===== config.mk =====
export PLATFORM = sky130hd
export DESIGN_NAME = sarcc_ctrl
export DESIGN_NICKNAME = d
export VERILOG_FILES = /design/src/pkg/sarcc_pkg.sv /design/src/hw/sarcc_fifo.sv /design/src/hw/sarcc_ctrl.sv
export VERILOG_INCLUDE_DIRS = /design/src /design/src/pkg
export SDC_FILE = /design/constraint.sdc
export NUM_CORES = 1
export LEC_CHECK = 0
export BUFFER_PORTS_ARGS = -buffer_cell sky130_fd_sc_hd__buf_2
export CAP_MARGIN = 40
export CELL_PAD_IN_SITES_DETAIL_PLACEMENT = 0
export CELL_PAD_IN_SITES_GLOBAL_PLACEMENT = 1
export CORE_UTILIZATION = 50
export CTS_CLUSTER_DIAMETER = 80
export CTS_CLUSTER_SIZE = 28
export DETAILED_ROUTE_END_ITERATION = 10
export HOLD_SLACK_MARGIN = 0.03
export PLACE_DENSITY = 0.87
export SETUP_SLACK_MARGIN = 0.02
export SYNTH_ARGS = -nofsm -noshare
export SYNTH_HDL_FRONTEND = slang
export SYNTH_HIERARCHICAL = 1
export SYNTH_SLANG_ARGS = --single-unit

===== constraint.sdc =====
create_clock -name clk -period 5.1 [get_ports clk]
set_input_delay 0.51 -clock clk [delete_from_list [all_inputs] [get_ports clk]]
set_output_delay 0.51 -clock clk [all_outputs]
set_load 0.02 [all_outputs]

===== src/pkg/sarcc_defs.svh =====
`ifndef SARCC_DEFS_SVH
`define SARCC_DEFS_SVH

`define SARCC_RES_W 14
`define SARCC_CODE_MID 14'h2000
`define SARCC_CODE_ONES 14'h3FFF
`define SARCC_CODE_ZERO 14'h0000
`define SARCC_CONV_CYCLES 57
`define SARCC_CONV_LAST 6'h38
`define SARCC_DIV_W 2
`define SARCC_EOC_CYCLES 3'h4
`define SARCC_CLK_PERIOD_NS 25
`define SARCC_HOLD_EXTRA_NS 50
`define SARCC_HOLD_MIN_CYCLES ((`SARCC_CLK_PERIOD_NS + `SARCC_HOLD_EXTRA_NS + `SARCC_CLK_PERIOD_NS - 1) / `SARCC_CLK_PERIOD_NS)
`define SARCC_TRIM_W 6
`define SARCC_CLK_IDLE 5'h10
`define SARCC_FIFO_DEPTH 16

`endif


===== src/pkg/sarcc_pkg.sv =====
`default_nettype none

package sarcc_pkg;

  typedef enum logic [2:0] {
    SARCC_TRACK = 3'b000,
    SARCC_SYNC = 3'b001,
    SARCC_CONV = 3'b010,
    SARCC_PUSH = 3'b011,
    SARCC_CAL = 3'b100
  } sarcc_state_t;

endpackage

`default_nettype wire


===== src/hw/sarcc_fifo.sv =====
`timescale 1ns/1ps
`default_nettype none

module sarcc_fifo
#(
  parameter int WIDTH = 14,
  parameter int DEPTH = 16
)
(
  input wire logic clk,
  input wire logic rst_b,
  input wire logic in_valid,
  output logic in_ready,
  input wire logic [WIDTH-1:0] in_data,
  output logic out_valid,
  input wire logic out_ready,
  output logic [WIDTH-1:0] out_data
);

  localparam int AW = $clog2(DEPTH);

  logic [WIDTH-1:0] mem_q [DEPTH];
  logic [AW-1:0] wr_q;
  logic [AW-1:0] rd_q;
  logic [AW:0] cnt_q;
  logic push;
  logic pop;

  assign in_ready = (cnt_q != (AW + 1)'(DEPTH));
  assign out_valid = (cnt_q != '0);
  assign push = in_valid && in_ready;
  assign pop = out_valid && out_ready;
  assign out_data = mem_q[rd_q];

  always_ff @(posedge clk)
  begin
    if (push)
    begin
      mem_q[wr_q] <= in_data;
    end
  end

  always_ff @(posedge clk or negedge rst_b)
  begin
    if (!rst_b)
    begin
      wr_q <= '0;
      rd_q <= '0;
      cnt_q <= '0;
    end
    else
    begin
      if (push)
      begin
        wr_q <= (wr_q == AW'(DEPTH - 1)) ? '0 : wr_q + 1'b1;
      end
      if (pop)
      begin
        rd_q <= (rd_q == AW'(DEPTH - 1)) ? '0 : rd_q + 1'b1;
      end
      if (push && !pop)
      begin
        cnt_q <= cnt_q + 1'b1;
      end
      else if (pop && !push)
      begin
        cnt_q <= cnt_q - 1'b1;
      end
    end
  end

endmodule

`default_nettype wire


===== src/hw/sarcc_ctrl.sv =====
`timescale 1ns/1ps
`default_nettype none
`include "sarcc_defs.svh"

module sarcc_ctrl
  import sarcc_pkg::*;
#(
  parameter int RES_W = `SARCC_RES_W,
  parameter int TRIM_W = `SARCC_TRIM_W,
  parameter int FIFO_DEPTH = `SARCC_FIFO_DEPTH
)
(
  input wire logic clk,
  input wire logic rst_b,
  input wire logic master_clock_in,
  input wire logic hold_b,
  input wire logic cs_b,
  input wire logic rd_b,
  input wire logic wr_b,
  input wire logic low_address_bit,
  input wire logic bipolar,
  input wire logic comp_below,
  input wire logic over_range,
  input wire logic under_range,
  input wire logic cal_heavy,
  output logic clock_src_ext,
  output logic tracking,
  output logic msb_to_ref,
  output logic [RES_W-1:0] dac_code,
  output logic cal_active,
  output logic [3:0] cal_bit,
  output logic [TRIM_W-1:0] cal_trim,
  output logic eoc_b,
  output logic out_valid,
  input wire logic out_ready,
  output logic [RES_W-1:0] out_data
);

  sarcc_state_t state_q;
  logic [`SARCC_DIV_W-1:0] div_q;
  logic [5:0] cnt_q;
  logic [RES_W-1:0] sar_q;
  logic [RES_W-1:0] res_q;
  logic hold_q;
  logic wr_q;
  logic mclk_q;
  logic [4:0] idle_q;
  logic [TRIM_W-1:0] trim_q [RES_W];
  logic [3:0] cbit_q;
  localparam int STEP_W = $clog2(TRIM_W);
  logic [STEP_W-1:0] cstep_q;
  logic eoc_low_q;
  logic [2:0] eoc_cnt_q;
  logic hold_fall;
  logic wr_start;
  logic soft_rst;
  logic start;
  logic read_act;
  logic push_ready;
  logic [3:0] bit_idx;

  function automatic logic [RES_W-1:0] sarcc_onehot(input logic [3:0] idx);
    sarcc_onehot = RES_W'(1) << idx;
  endfunction

  assign hold_fall = hold_q && !hold_b;
  assign wr_start = wr_q && !wr_b && !cs_b && low_address_bit;
  assign soft_rst = !cs_b && !low_address_bit && !hold_b;
  // The strobe is retriggered by its level when tracking resumes, so a strobe held too long starts again.
  assign start = hold_fall || wr_start || (!hold_b && hold_q == 1'b0 && state_q == SARCC_TRACK);
  assign read_act = !cs_b && !rd_b;
  assign bit_idx = 4'(RES_W - 1) - cnt_q[5:2];

  assign tracking = (state_q == SARCC_TRACK);
  assign msb_to_ref = bipolar && tracking;
  assign dac_code = (state_q == SARCC_CONV) ? sar_q : '0;
  assign cal_active = (state_q == SARCC_CAL);
  assign cal_bit = cbit_q;
  assign cal_trim = trim_q[cbit_q];
  assign eoc_b = !eoc_low_q;

  always_ff @(posedge clk or negedge rst_b)
  begin
    if (!rst_b)
    begin
      hold_q <= 1'b1;
      wr_q <= 1'b1;
      mclk_q <= 1'b0;
    end
    else
    begin
      hold_q <= hold_b;
      wr_q <= wr_b;
      mclk_q <= master_clock_in;
    end
  end

  // Clock source: no activity on the pin while it sits low selects the oscillator.
  always_ff @(posedge clk or negedge rst_b)
  begin
    if (!rst_b)
    begin
      idle_q <= '0;
      clock_src_ext <= 1'b0;
    end
    else
    begin
      if (mclk_q != master_clock_in)
      begin
        idle_q <= '0;
        clock_src_ext <= 1'b1;
      end
      else if (idle_q != `SARCC_CLK_IDLE)
      begin
        idle_q <= idle_q + 1'b1;
      end
      else if (!master_clock_in)
      begin
        clock_src_ext <= 1'b0;
      end
    end
  end

  // Free-running quarter-rate phase; conversions align to it, which costs up to four cycles.
  always_ff @(posedge clk or negedge rst_b)
  begin
    if (!rst_b)
    begin
      div_q <= '0;
    end
    else
    begin
      div_q <= div_q + 1'b1;
    end
  end

  always_ff @(posedge clk or negedge rst_b)
  begin
    if (!rst_b)
    begin
      state_q <= SARCC_CAL;
      cnt_q <= '0;
      sar_q <= '0;
      res_q <= '0;
    end
    else if (soft_rst)
    begin
      state_q <= SARCC_CAL;
      cnt_q <= '0;
      sar_q <= '0;
    end
    else
    begin
      case (state_q)
        SARCC_TRACK:
        begin
          if (start)
          begin
            state_q <= SARCC_SYNC;
          end
        end
        SARCC_SYNC:
        begin
          if (div_q == '1)
          begin
            state_q <= SARCC_CONV;
            cnt_q <= '0;
            sar_q <= `SARCC_CODE_MID;
          end
        end
        SARCC_CONV:
        begin
          // Strobe edges are not looked at here, so a new fall cannot restart the array.
          cnt_q <= cnt_q + 1'b1;
          if (cnt_q == `SARCC_CONV_LAST)
          begin
            state_q <= SARCC_PUSH;
            if (over_range)
            begin
              res_q <= `SARCC_CODE_ONES;
            end
            else if (under_range)
            begin
              res_q <= `SARCC_CODE_ZERO;
            end
            else
            begin
              res_q <= sar_q;
            end
          end
          else if (cnt_q[1:0] == 2'h3)
          begin
            if (comp_below)
            begin
              sar_q[bit_idx] <= 1'b0;
            end
            if (bit_idx != 4'h0)
            begin
              sar_q[bit_idx - 1'b1] <= 1'b1;
            end
          end
        end
        SARCC_PUSH:
        begin
          // A full result queue stalls here, keeping the input held rather than losing a code.
          if (push_ready)
          begin
            state_q <= SARCC_TRACK;
          end
        end
        SARCC_CAL:
        begin
          if (cbit_q == 4'(RES_W - 1) && cstep_q == '0)
          begin
            state_q <= SARCC_TRACK;
          end
        end
        default:
        begin
          state_q <= SARCC_TRACK;
        end
      endcase
    end
  end

  // Calibration walks bits upward, binary-searching each trim against the lower sum plus one unit.
  always_ff @(posedge clk or negedge rst_b)
  begin
    if (!rst_b)
    begin
      cbit_q <= 4'h1;
      cstep_q <= STEP_W'(TRIM_W - 1);
      for (int i = 0; i < RES_W; i++)
      begin
        trim_q[i] <= '0;
      end
      // The first bit must start with its top trim bit on, or its first search step tests nothing.
      trim_q[1] <= TRIM_W'(1) << (TRIM_W - 1);
    end
    else if (soft_rst)
    begin
      cbit_q <= 4'h1;
      cstep_q <= STEP_W'(TRIM_W - 1);
      trim_q[1] <= TRIM_W'(1) << (TRIM_W - 1);
    end
    else if (state_q == SARCC_CAL)
    begin
      if (cal_heavy)
      begin
        trim_q[cbit_q][cstep_q] <= 1'b0;
      end
      if (cstep_q != '0)
      begin
        trim_q[cbit_q][cstep_q - 1'b1] <= 1'b1;
        cstep_q <= cstep_q - 1'b1;
      end
      else if (cbit_q != 4'(RES_W - 1))
      begin
        cbit_q <= cbit_q + 1'b1;
        cstep_q <= STEP_W'(TRIM_W - 1);
        trim_q[cbit_q + 1'b1] <= TRIM_W'(1) << (TRIM_W - 1);
      end
    end
  end

  // End of conversion falls when a code is queued or calibration ends.
  always_ff @(posedge clk or negedge rst_b)
  begin
    if (!rst_b)
    begin
      eoc_low_q <= 1'b0;
      eoc_cnt_q <= '0;
    end
    else if (soft_rst || (state_q == SARCC_TRACK && start))
    begin
      eoc_low_q <= 1'b0;
      eoc_cnt_q <= '0;
    end
    else if ((state_q == SARCC_PUSH && push_ready) || (state_q == SARCC_CAL && cbit_q == 4'(RES_W - 1)
             && cstep_q == '0))
    begin
      eoc_low_q <= 1'b1;
      eoc_cnt_q <= '0;
    end
    else if (eoc_low_q && (read_act || eoc_cnt_q != '0))
    begin
      if (eoc_cnt_q == `SARCC_EOC_CYCLES - 1'b1)
      begin
        eoc_low_q <= 1'b0;
        eoc_cnt_q <= '0;
      end
      else
      begin
        eoc_cnt_q <= eoc_cnt_q + 1'b1;
      end
    end
  end

  sarcc_fifo #(
    .WIDTH(RES_W),
    .DEPTH(FIFO_DEPTH)
  ) u_fifo (
    .clk(clk),
    .rst_b(rst_b),
    .in_valid(state_q == SARCC_PUSH),
    .in_ready(push_ready),
    .in_data(res_q),
    .out_valid(out_valid),
    .out_ready(out_ready),
    .out_data(out_data)
  );
endmodule

`default_nettype wire


Yosys cells after proc, flatten, opt, wreduce, memory -nomap -nowiden

Memories as Yosys holds them, arrays and structs flattened.
Index checks and enable logic that the tools add are counted.

Bits of input ports: 14
Output and inout port bits: 44
Memories kept: 1
Bits in writable memories: 224
Flip-flop bits (word level): 156
Logic and storage cells: 230

Reductions and logical operators: 61
Add/sub/neg operators: 12
Order comparisons: 12
Bitwise logic cells: 13
Equality and inequality tests: 25
Mux-type cells: 75

Memory list:

| memory       | words | bits a word | read ports | clocked after Yosys merged registers in | write ports | line             | source |
|---|---|---|---|---|---|---|---|
| u_fifo.mem_q | 16    | 14          | 1          | 0                                       | 1           | sarcc_fifo.sv:22 | `logic [WIDTH-1:0] mem_q [DEPTH];` |

Operators by type and width:

| cell                                                          | number |
|---|---|
| 84-bit 2-to-1 mux                                             | 5 |
| 14-bit 2-to-1 mux                                             | 13 |
| 84-bit AND                                                    | 1 |
| 84-bit NOT                                                    | 1 |
| 84-bit OR                                                     | 1 |
| 78-bit 2-to-1 mux                                             | 1 |
| 6-bit demux with 4-bit select                                 | 3 |
| 70-bit AND                                                    | 1 |
| 70-bit NOT                                                    | 1 |
| 6-bit 2-to-1 mux                                              | 8 |
| 3-bit 2-to-1 mux                                              | 14 |
| 14-bit OR                                                     | 2 |
| 14-bit one-hot mux with 2 select lines                        | 1 |
| 1-bit logical AND                                             | 25 |
| 6-bit binary-select mux with 4-bit select                     | 1 |
| 4-bit 2-to-1 mux                                              | 6 |
| 5-bit 2-to-1 mux                                              | 4 |
| 3-bit nonzero test                                            | 6 |
| 3-bit one-hot mux with 5 select lines                         | 1 |
| 14-bit AND                                                    | 1 |
| 14-bit NOT                                                    | 1 |
| 1-bit 2-to-1 mux                                              | 13 |
| 4-bit by 1-bit adder with 4-bit output, second input constant | 3 |
| 4-bit == test, second input constant                          | 3 |
| 42 further kinds                                              | 82 |

Depth between registers and ports, before layout

Gate-level depths: netlist of the first run.

Depth in word-level cells: 18
Depth in mapped cells: 11
Depth with buffers taken out: 10

Hierarchy

Netlist of the first run, hierarchy kept.

By module, submodules not included:

| module     | instances | area each (sq um) | cells an instance | sequential area each (sq um) |
|---|---|---|---|---|
| sarcc_fifo | 1         | 9305.2            | 444               | 7051.8 |
| sarcc_ctrl | 1         | 8096.5            | 864               | 3560.9 |

Worst setup path after synthesis of the first run

Ideal clock, no wire load.

Path type: reg-to-reg
Start point: register u_fifo.cnt_q[1]
End point: register u_fifo.cnt_q[4]
Cell stages (with the launch flop): 9
Library setup time: 136 ps
Buffers on the path: 0
Path slack: 2409 ps
Clock period less this slack: 2691 ps
Required time: 4964 ps
Arrival: 2555 ps
Path through: dfrtp_1 -> or4_1 -> o21ai_2 -> ha_1 -> inv_1 -> fa_1 -> a21o_1 -> a2111oi_0 -> o31ai_1

Longest elaborated chain between the ends: 5
Elaborated cells between the ends (all ways): 13
Classes of those cells: 2 x add/sub; 1 x eq/ne; 2 x mux; 8 x reduce/logical

Ends and longest elaborated chain:

| what                                                                                                | line             | source |
|---|---|---|
| from (decl)                                                                                         | sarcc_fifo.sv:25 | `logic [AW:0] cnt_q;` |
| from (signal assigned)                                                                              | sarcc_fifo.sv:63 | `cnt_q <= cnt_q + 1'b1;` |
| from (signal assigned)                                                                              | sarcc_fifo.sv:67 | `cnt_q <= cnt_q - 1'b1;` |
| parallel branches: the longest is 5 deep, another holds 5-bit by 1-bit subtractor with 5-bit output | -                |  |

Several ways; the timed one is not identified. The select of a mux whose other input is x is not followed.
A chain may end at the register's enable or synchronous reset.

Worst setup path in the final report of the first run

Start point: register u_fifo.rd_q[1]
End point: output out_data[3]

Longest elaborated chain between the ends: 1

Ends and longest elaborated chain:

| what                   | line             | source |
|---|---|---|
| from (decl)            | sarcc_fifo.sv:24 | `logic [AW-1:0] rd_q;` |
| from (signal assigned) | sarcc_fifo.sv:59 | `rd_q <= (rd_q == AW'(DEPTH - 1)) ? '0 : rd_q + 1'b1;` |
| memory 16 x 14 bit     | -                |  |
| to (decl)              | sarcc_ctrl.sv:36 | `output logic [RES_W-1:0] out_data` |

Every way passes these cells.

==> out/qor.yml, run 1 <==
flow_run:
  cap_violations: 0
global_route:
  use_met1: 0.316
  grtUsageMet3: 0.0272
  grt_pass1_wl_mm: 65.6
  antenna_found_initial: 1
  use_met2: 0.398
  grt_start_max_net_pins: 78
  grt.overflow.total: 0
  top_usage_layer: "met2"
  grtUsageTotal: 0.237
  grt_pass1_vias: 11450
placement:
  place.detailed.hpwl_mm: 27.7
  port_buffers: 57
  dpl-instance-area_um2: 18200
  gp_congestion: 0.883
cts:
  cts_tree: "done"
  cts_sinks: 379
  clk_pin_slew_ns: 0.10
  cts_made_buffers: 20
  clock_latency_ns: 0.55
  cts_max_level: 1
  root_buffer: "clkbuf_16"
  cts_buffer_depth: 3
  cts_resized: 0
final_layout:
  fin_area_um2: 18900
  layout_common_cells: "224 x edfxtp_1, 180 x o21ai_0, 147 x dfrtp_1"
  area_growth_pct: 8.43
  nNetsFinal: 1397
  post-route-util: 0.557
  mostFrequentLayoutCell: "edfxtp_1"
  drive_gt1_frac: 0.174
status:
  outcome: "completed"
logic_synthesis:
  synthAdderAreaFrac: 0.0220
  syn_nets: 1352
  synth_top_family_by_area: "compound AO/OA/AOI/OAI gates"
  syn_area_um2: 17400
  synthSimpleGateAreaFrac: 0.0883
  yosys-top-cells-area: "edfxtp_1 39%, dfrtp_1 21%, mux4_2 9.6%"
  netlist.area_leader.share: 0.387
  synth.lib_cells_used.distinct: 76
  synth_seq_area_share: 0.610
  yosysTopAreaCell: "edfxtp_1"
  synth-seq-cells: 379
  async_flop_share: 0.409
  synth_cells: 1308
  synth-edff-count: 224
  synth-compound-area-share: 0.134
  synth-main-ff-cell: "edfxtp_1"
  synthMuxAreaShare: 0.107
  synth_xor_area_frac: 0.00949
  ys.warnings.count: 6
  avgSynthCellArea_um2: 13.3
timing:
  worst_pin_slew_ns: 0.898
  maxSlewHeadroom: 0.401
  fin_worst_skew_ns: 0.0403
  rsz0062_at_grt: "false"
  hold_viol: 0
  drv_slew: 0
  setup_viol: 0
  setup_tns_ns: 0
  max_freq_mhz: 290
  min_period_over_period: 0.677
  fin_crit_ns: 3.45
worst_setup_path:
  critical_path.max_stage_delay_ns: 0.95
  cp_cell_sequence: "buf_4, mux4_2, a22oi_1, nand2_1, buf_2"
  crit_buf_inv: 2
  start_kind: "flop"
  cp_data_arrival_time_ns: 2.94
  r2r_setup_slack_ns: 1.91
  worst_setup_path_end_kind: "output port"
  cp_slowest_cell: "dfrtp_2"
  required_ns: 4.59
  crit_family: "flip-flops"
  cp_max_fo: 36
  critPathKind: "reg2out"
die:
  ios: 58
  dieArea_um2: 35600
  rows: 67
  core-area_um2: 33900
  chipHeight_um: 189
  fp.dieW_um: 189
  start_util: 0.514
power_and_ir_drop:
  ir_worst_vdd_mv: 0.216
  power.density_nw_per_um2: 423
  leakage_nw: 6.97
worst_hold_path:
  min_path_type: "in2reg"
routing:
  drt_iter0_markers: 1010
  firstDrtPassIters: 5
  routed_via_density: 6.27
  wl_mm: 41.4
  wl_per_cell_um: 22.8
  via_count: 11379
  post-route-drc-count: 0
  postRouteAntennaNets: 0
==> cells by family (layout without fill, tap and decap cells) <==
kind of cell / after synthesis / after routing
muxes: 93 / 93
AOI/OAI and AO/OA: 377 / 377
adders and majority gates: 30 / 30
xor gates and xnor gates: 18 / 18
buffers and inverters: 99 / 158
other: 0 / 1
and+or+nand+nor: 312 / 312
DFF: 379 / 379
==> cells in the mapped netlist (5+ instances only) <==
master    count
xnor2_1      11
buf_2        27
o221ai_1      7
nor2b_1      10
or3_1         7
edfxtp_1    224
a22oi_1      67
o211ai_1      7
nand2b_1      8
clkbuf_1     25
a22oi_2       7
and2_1       21
nor2_1       75
dfrtp_1     149
xor2_1        6
ha_1         29
a21oi_1      34
nor3_1       21
mux2i_1      16
inv_1        25
buf_4         6
and3_1        5
buf_1         7
o21ai_0     180
a32oi_1       6
o22ai_1      25
mux4_2       74
nand2_1      94
nand3_1      40
dfstp_2       6
buf_6         6
a21o_1        9
==> final cells by class <==
| class | count | area (µm²) |
|---|---|---|
| diodes | 1 | 2.50 |
| clock buffers | 28 | 531 |
| clock inverters | 8 | 109 |
| fillers | 2705 | 15000 |
| inverters | 26 | 97.6 |
| multi-input cells | 830 | 6300 |
| flip-flops and latches | 379 | 10600 |
| well taps | 448 | 561 |
| repair buffers | 96 | 648 |
==> what timing repair did <==
item | in CTS | in global routing
hold endpoints to repair | 27 | 0
hold buffers | 1 | 0
buffers inserted | 0 | 0
endpoints found under the setup margin | 0 | 0
==> layer usage <==
layer	up-vias	part of all wire
met1	5710	0.41
met2	444	0.50
met3	103	0.055
li1	5122	-
met5	-	0
met4	0	0.039
==> report_power, final <==
part / switching [mW] / total, mW / internal (mW)
clock network: 0.997 / 1.81 / 0.816
logic: 1.50 / 2.53 / 1.03
registers: 0.260 / 3.64 / 3.38
total: 2.75 / 7.99 / 5.23
==> worst paths after layout <==
kind / cells past startpoint / endpoint / from
max: 5 / out_data[3] / u_fifo/rd_q[1]$_DFFE_PN0P_
min: 1 / mclk_q$_DFF_PN0_ / master_clock_in
max reg2reg: 10 / u_fifo/cnt_q[4]$_DFFE_PN0P_ / state_q[1]$_DFFE_PN0P_
min reg2reg: 1 / div_q[0]$_DFF_PN0_ / div_q[0]$_DFF_PN0_
max in group asynchronous: 3 / res_q[6]$_DFFE_PN0P_ / rst_b
min in group asynchronous: 2 / trim_q[13]$_DFFE_PN0P_ / rst_b
==> metrics by stage <==
stage	hold slack, ns	instances	setup WS (ns)	power, mW
2_1_floorplan	0.214	1308	2.41	5.48
3_5_place_dp	0.413	1778	1.83	6.24
4_1_cts	0.0671	1815	1.62	8.03
6_report	0.0845	1816	1.65	7.99
5_1_grt	0.0710	1815	1.55	8.34
3_3_place_gp	0.412	1770	2.00	6.12
==> sequential cells by signal, indices dropped and copies added, names as in the netlist, 5 cells and up <==
register	flops
u_fifo/cnt_q	5
idle_q	5
trim_q	84
cnt_q	6
res_q	14
sar_q	14
u_fifo/mem_q	224
Note: power is estimated with default switching activity, not from simulation.
==> run 2, diff against run 1 <==
--- a/config.mk
+++ b/config.mk
@@ -6,16 +6,17 @@
 export SDC_FILE = /design/constraint.sdc
 export NUM_CORES = 1
 export LEC_CHECK = 0
+export ABC_AREA = 1
 export BUFFER_PORTS_ARGS = -buffer_cell sky130_fd_sc_hd__buf_2
 export CAP_MARGIN = 40
 export CELL_PAD_IN_SITES_DETAIL_PLACEMENT = 0
 export CELL_PAD_IN_SITES_GLOBAL_PLACEMENT = 1
-export CORE_UTILIZATION = 50
+export CORE_UTILIZATION = 48
 export CTS_CLUSTER_DIAMETER = 80
 export CTS_CLUSTER_SIZE = 28
 export DETAILED_ROUTE_END_ITERATION = 10
 export HOLD_SLACK_MARGIN = 0.03
-export PLACE_DENSITY = 0.87
+export PLACE_DENSITY = 0.9
 export SETUP_SLACK_MARGIN = 0.02
 export SYNTH_ARGS = -nofsm -noshare
 export SYNTH_HDL_FRONTEND = slang
==> constraint.sdc (replaced) <==
create_clock -name clk -period 3.2 [get_ports clk]
set_input_delay 0.32 -clock clk [delete_from_list [all_inputs] [get_ports clk]]
set_output_delay 0.32 -clock clk [all_outputs]
set_load 0.02 [all_outputs]
==> run 2 against run 1 <==
Against the previous run: clock-buffer cell count unchanged; cell count increased by 54%; sequential share of layout area decreased by 5.5 points; largest cell class unchanged; largest power group is now combinational logic.
==> out/qor.yml, run 2 <==
final_layout:
  fillCellCount: 3483
  regMostFlops: "u_fifo/mem_q"
  area_growth_pct: 9.44
  layout_common_cells: "500 x nand2_1, 345 x inv_1, 234 x nand3_1"
  nNetsFinal: 2300
  mostFrequentLayoutCell: "nand2_1"
  seq_area_um2: 10600
  n_antenna_cell: 0
  largest_reg_flops: 224
  top_regs: "u_fifo/mem_q (224), trim_q (84)"
  drive_gt1_frac: 0.0945
  multi_input_area_um2: 6680
routing:
  routed_via_density: 5.35
  wl_per_cell_um: 17.0
  drt_iter0_markers: 1290
  wl_mm: 47.5
  via_count: 14934
  postRouteAntennaNets: 0
  post-route-drc-count: 0
  firstDrtPassIters: 5
placement:
  place.detailed.hpwl_mm: 31.1
  dp_slack_ns: 0.842
  port_buffers: 57
  gp_congestion: 0.917
logic_synthesis:
  synth-edff-count: 224
  synth-main-ff-cell: "edfxtp_1"
  synth.lib_cells_used.distinct: 46
  syn_area_um2: 19200
  syn_nets: 2260
  synth_cells: 2216
  yosysTopAreaCell: "edfxtp_1"
  avgSynthCellArea_um2: 8.65
  ys.warnings.count: 6
  async_flop_share: 0.411
  synthTopCellsByCount: "500 x nand2_1, 345 x inv_1, 234 x nand3_1, 224 x edfxtp_1, 211 x o21ai_0"
  synth.most_common_cell: "nand2_1"
  synth_seq_area_share: 0.555
  synth-seq-cells: 380
  netlist.area_leader.share: 0.351
  yosys-top-cells-area: "edfxtp_1 35%, dfrtp_1 19%, nand2_1 9.8%"
worst_hold_path:
  min-delay-start: "over_range"
  min_path_type: "in2reg"
worst_setup_path:
  ff2ff_path_depth: 10
  crit_buf_inv: 3
  required_ns: 2.88
  cp_data_arrival_time_ns: 2.48
  cp_max_fo: 28
  crit_top_cell: "nand3_1"
  cp_num_cells: 8
  timing.rr.end: "trim_q[80]$_DFFE_PN0P_"
  cp_cell_sequence: "inv_2, buf_4, nand2_1, nand3_1, nand3_1, nand3_1, nand2_1, buf_2"
  cp-startpoint: "u_fifo/rd_q[0]$_DFFE_PN0P_"
  start_kind: "flop"
  r2r_setup_slack_ns: 0.75
  critical_path.max_stage_delay_ns: 0.52
  crit_end: "out_data[7]"
  cp_slowest_cell: "dfrtp_4"
  crit_family: "buffers and inverters"
  worst_setup_path_end_kind: "output port"
  reg2reg_from: "cstep_q[0]$_DFFE_PN1P_"
  critPathKind: "reg2out"
global_route:
  grt_pass1_vias: 14225
  grtUsageTotal: 0.234
  grt.overflow.total: 0
  antenna_found_initial: 0
  grt_pass1_wl_mm: 76.2
  grt_start_max_net_pins: 105
cts:
  clock_latency_ns: 0.58
  cts_sinks: 380
  cts_resized: 0
  clk_pin_slew_ns: 0.10
  cts_setup_buffers: 0
  cts_made_buffers: 25
  root_buffer: "clkbuf_16"
  cts_max_level: 1
  cts_buffer_depth: 3
  cts_tree: "done"
power_and_ir_drop:
  pwr-share-clk: 0.229
  switchingPower_mw: 6.74
  swShare: 0.422
  leakage_nw: 9.63
  power.density_nw_per_um2: 762
  p_comb_frac: 0.394
  p_seq_frac: 0.378
  ir_worst_vdd_mv: 0.546
  intPower_mw: 9.23
timing:
  min_period_over_period: 0.876
  fin_crit_ns: 2.80
  setup_tns_ns: 0
  maxSlewHeadroom: 0.463
  drv_slew: 0
  worst_pin_slew_ns: 0.804
  fin_ws_ns: 0.398
  hold_viol: 0
  fin_worst_skew_ns: 0.0375
  max_freq_mhz: 357
  setup_viol: 0
  rsz0062_at_grt: "false"
die:
  dieArea_um2: 40700
  ios: 58
  chipHeight_um: 202
  start_util: 0.491
  core-area_um2: 39000
  rows: 72
  fp.dieW_um: 202
flow_run:
  cap_violations: 0
status:
  outcome: "completed"
run 2: area by class of cell:
type,instances,share of cell area
Clock buffer,28,0.0313
Clock inverter,18,0.0137
Inverter,364,0.0653
Multi-Input combinational cell,1383,0.318
Sequential cell,380,0.508
Tap cell,518,0.0309
Timing Repair Buffer,102,0.0329
run 2: cells by family (layout without fill, tap and decap cells):
group / count (synthesis) / count (layout) / share of synthesized area
fa+ha+maj: 30 / 30 / 0.0200
flops: 380 / 380 / 0.555
xor+xnor: 12 / 12 / 0.00549
buf+inv: 453 / 512 / 0.0964
simple gates: 981 / 981 / 0.224
compound gates: 360 / 360 / 0.0993
run 2: metal layers:
layer,global-route usage,vias to the layer above,wire length (µm),share of wire
li1,-,7265,-,-
met3,0.0253,84,3190,0.067
met2,0.389,547,22800,0.48
met5,0,-,0,0
met4,0.0663,0,1200,0.025
met1,0.324,7038,20300,0.43
run 2: what timing repair did:
action / in CTS / in global routing
endpoints found under the setup margin: 0 / 0
hold endpoints to repair: 80 / 0
hold buffers: 4 / 0
run 2: how the worst min path moves through the flow:
stage,endpoint,slack [ns],cells past startpoint
6_report,res_q[5]$_DFFE_PN0P_,0.14,3
5_1_grt,res_q[2]$_DFFE_PN0P_,0.17,3
4_1_cts,res_q[5]$_DFFE_PN0P_,0.13,3
3_5_place_dp,div_q[0]$_DFF_PN0_,0.42,1
3_3_place_gp,div_q[0]$_DFF_PN0_,0.41,1
2_1_floorplan,cal_bit[1]$_DFFE_PN0P_,0.02,0
run 2: worst min-delay path, cell delays in order:
cell     delay, ns
buf_2         0.18
nor2_1        0.12
o21ai_1       0.07
run 2: power by group through the flow:
stage	Clock (mW)	Sequential [mW]	Combinational [mW]
3_3_place_gp	0	6.11	6.11
5_1_grt	3.91	6.08	6.93
4_1_cts	3.72	6.02	6.25
2_1_floorplan	0	6.01	4.45
6_report	3.65	6.03	6.29
3_5_place_dp	0	6.12	6.23
run 2: through the flow:
stage / instance area, µm² / instances / power (mW) / utilization / hold WS, ns
2_1_floorplan: 19200 / 2216 / 10.5 / - / 0.0244
3_3_place_gp: 20000 / 2743 / 12.2 / 0.512 / 0.411
3_5_place_dp: 20000 / 2743 / 12.3 / 0.512 / 0.422
4_1_cts: 21000 / 2793 / 16.0 / 0.538 / 0.134
5_1_grt: 21000 / 2793 / 16.9 / 0.538 / 0.173
6_report: 21000 / 2793 / 16.0 / 0.538 / 0.143
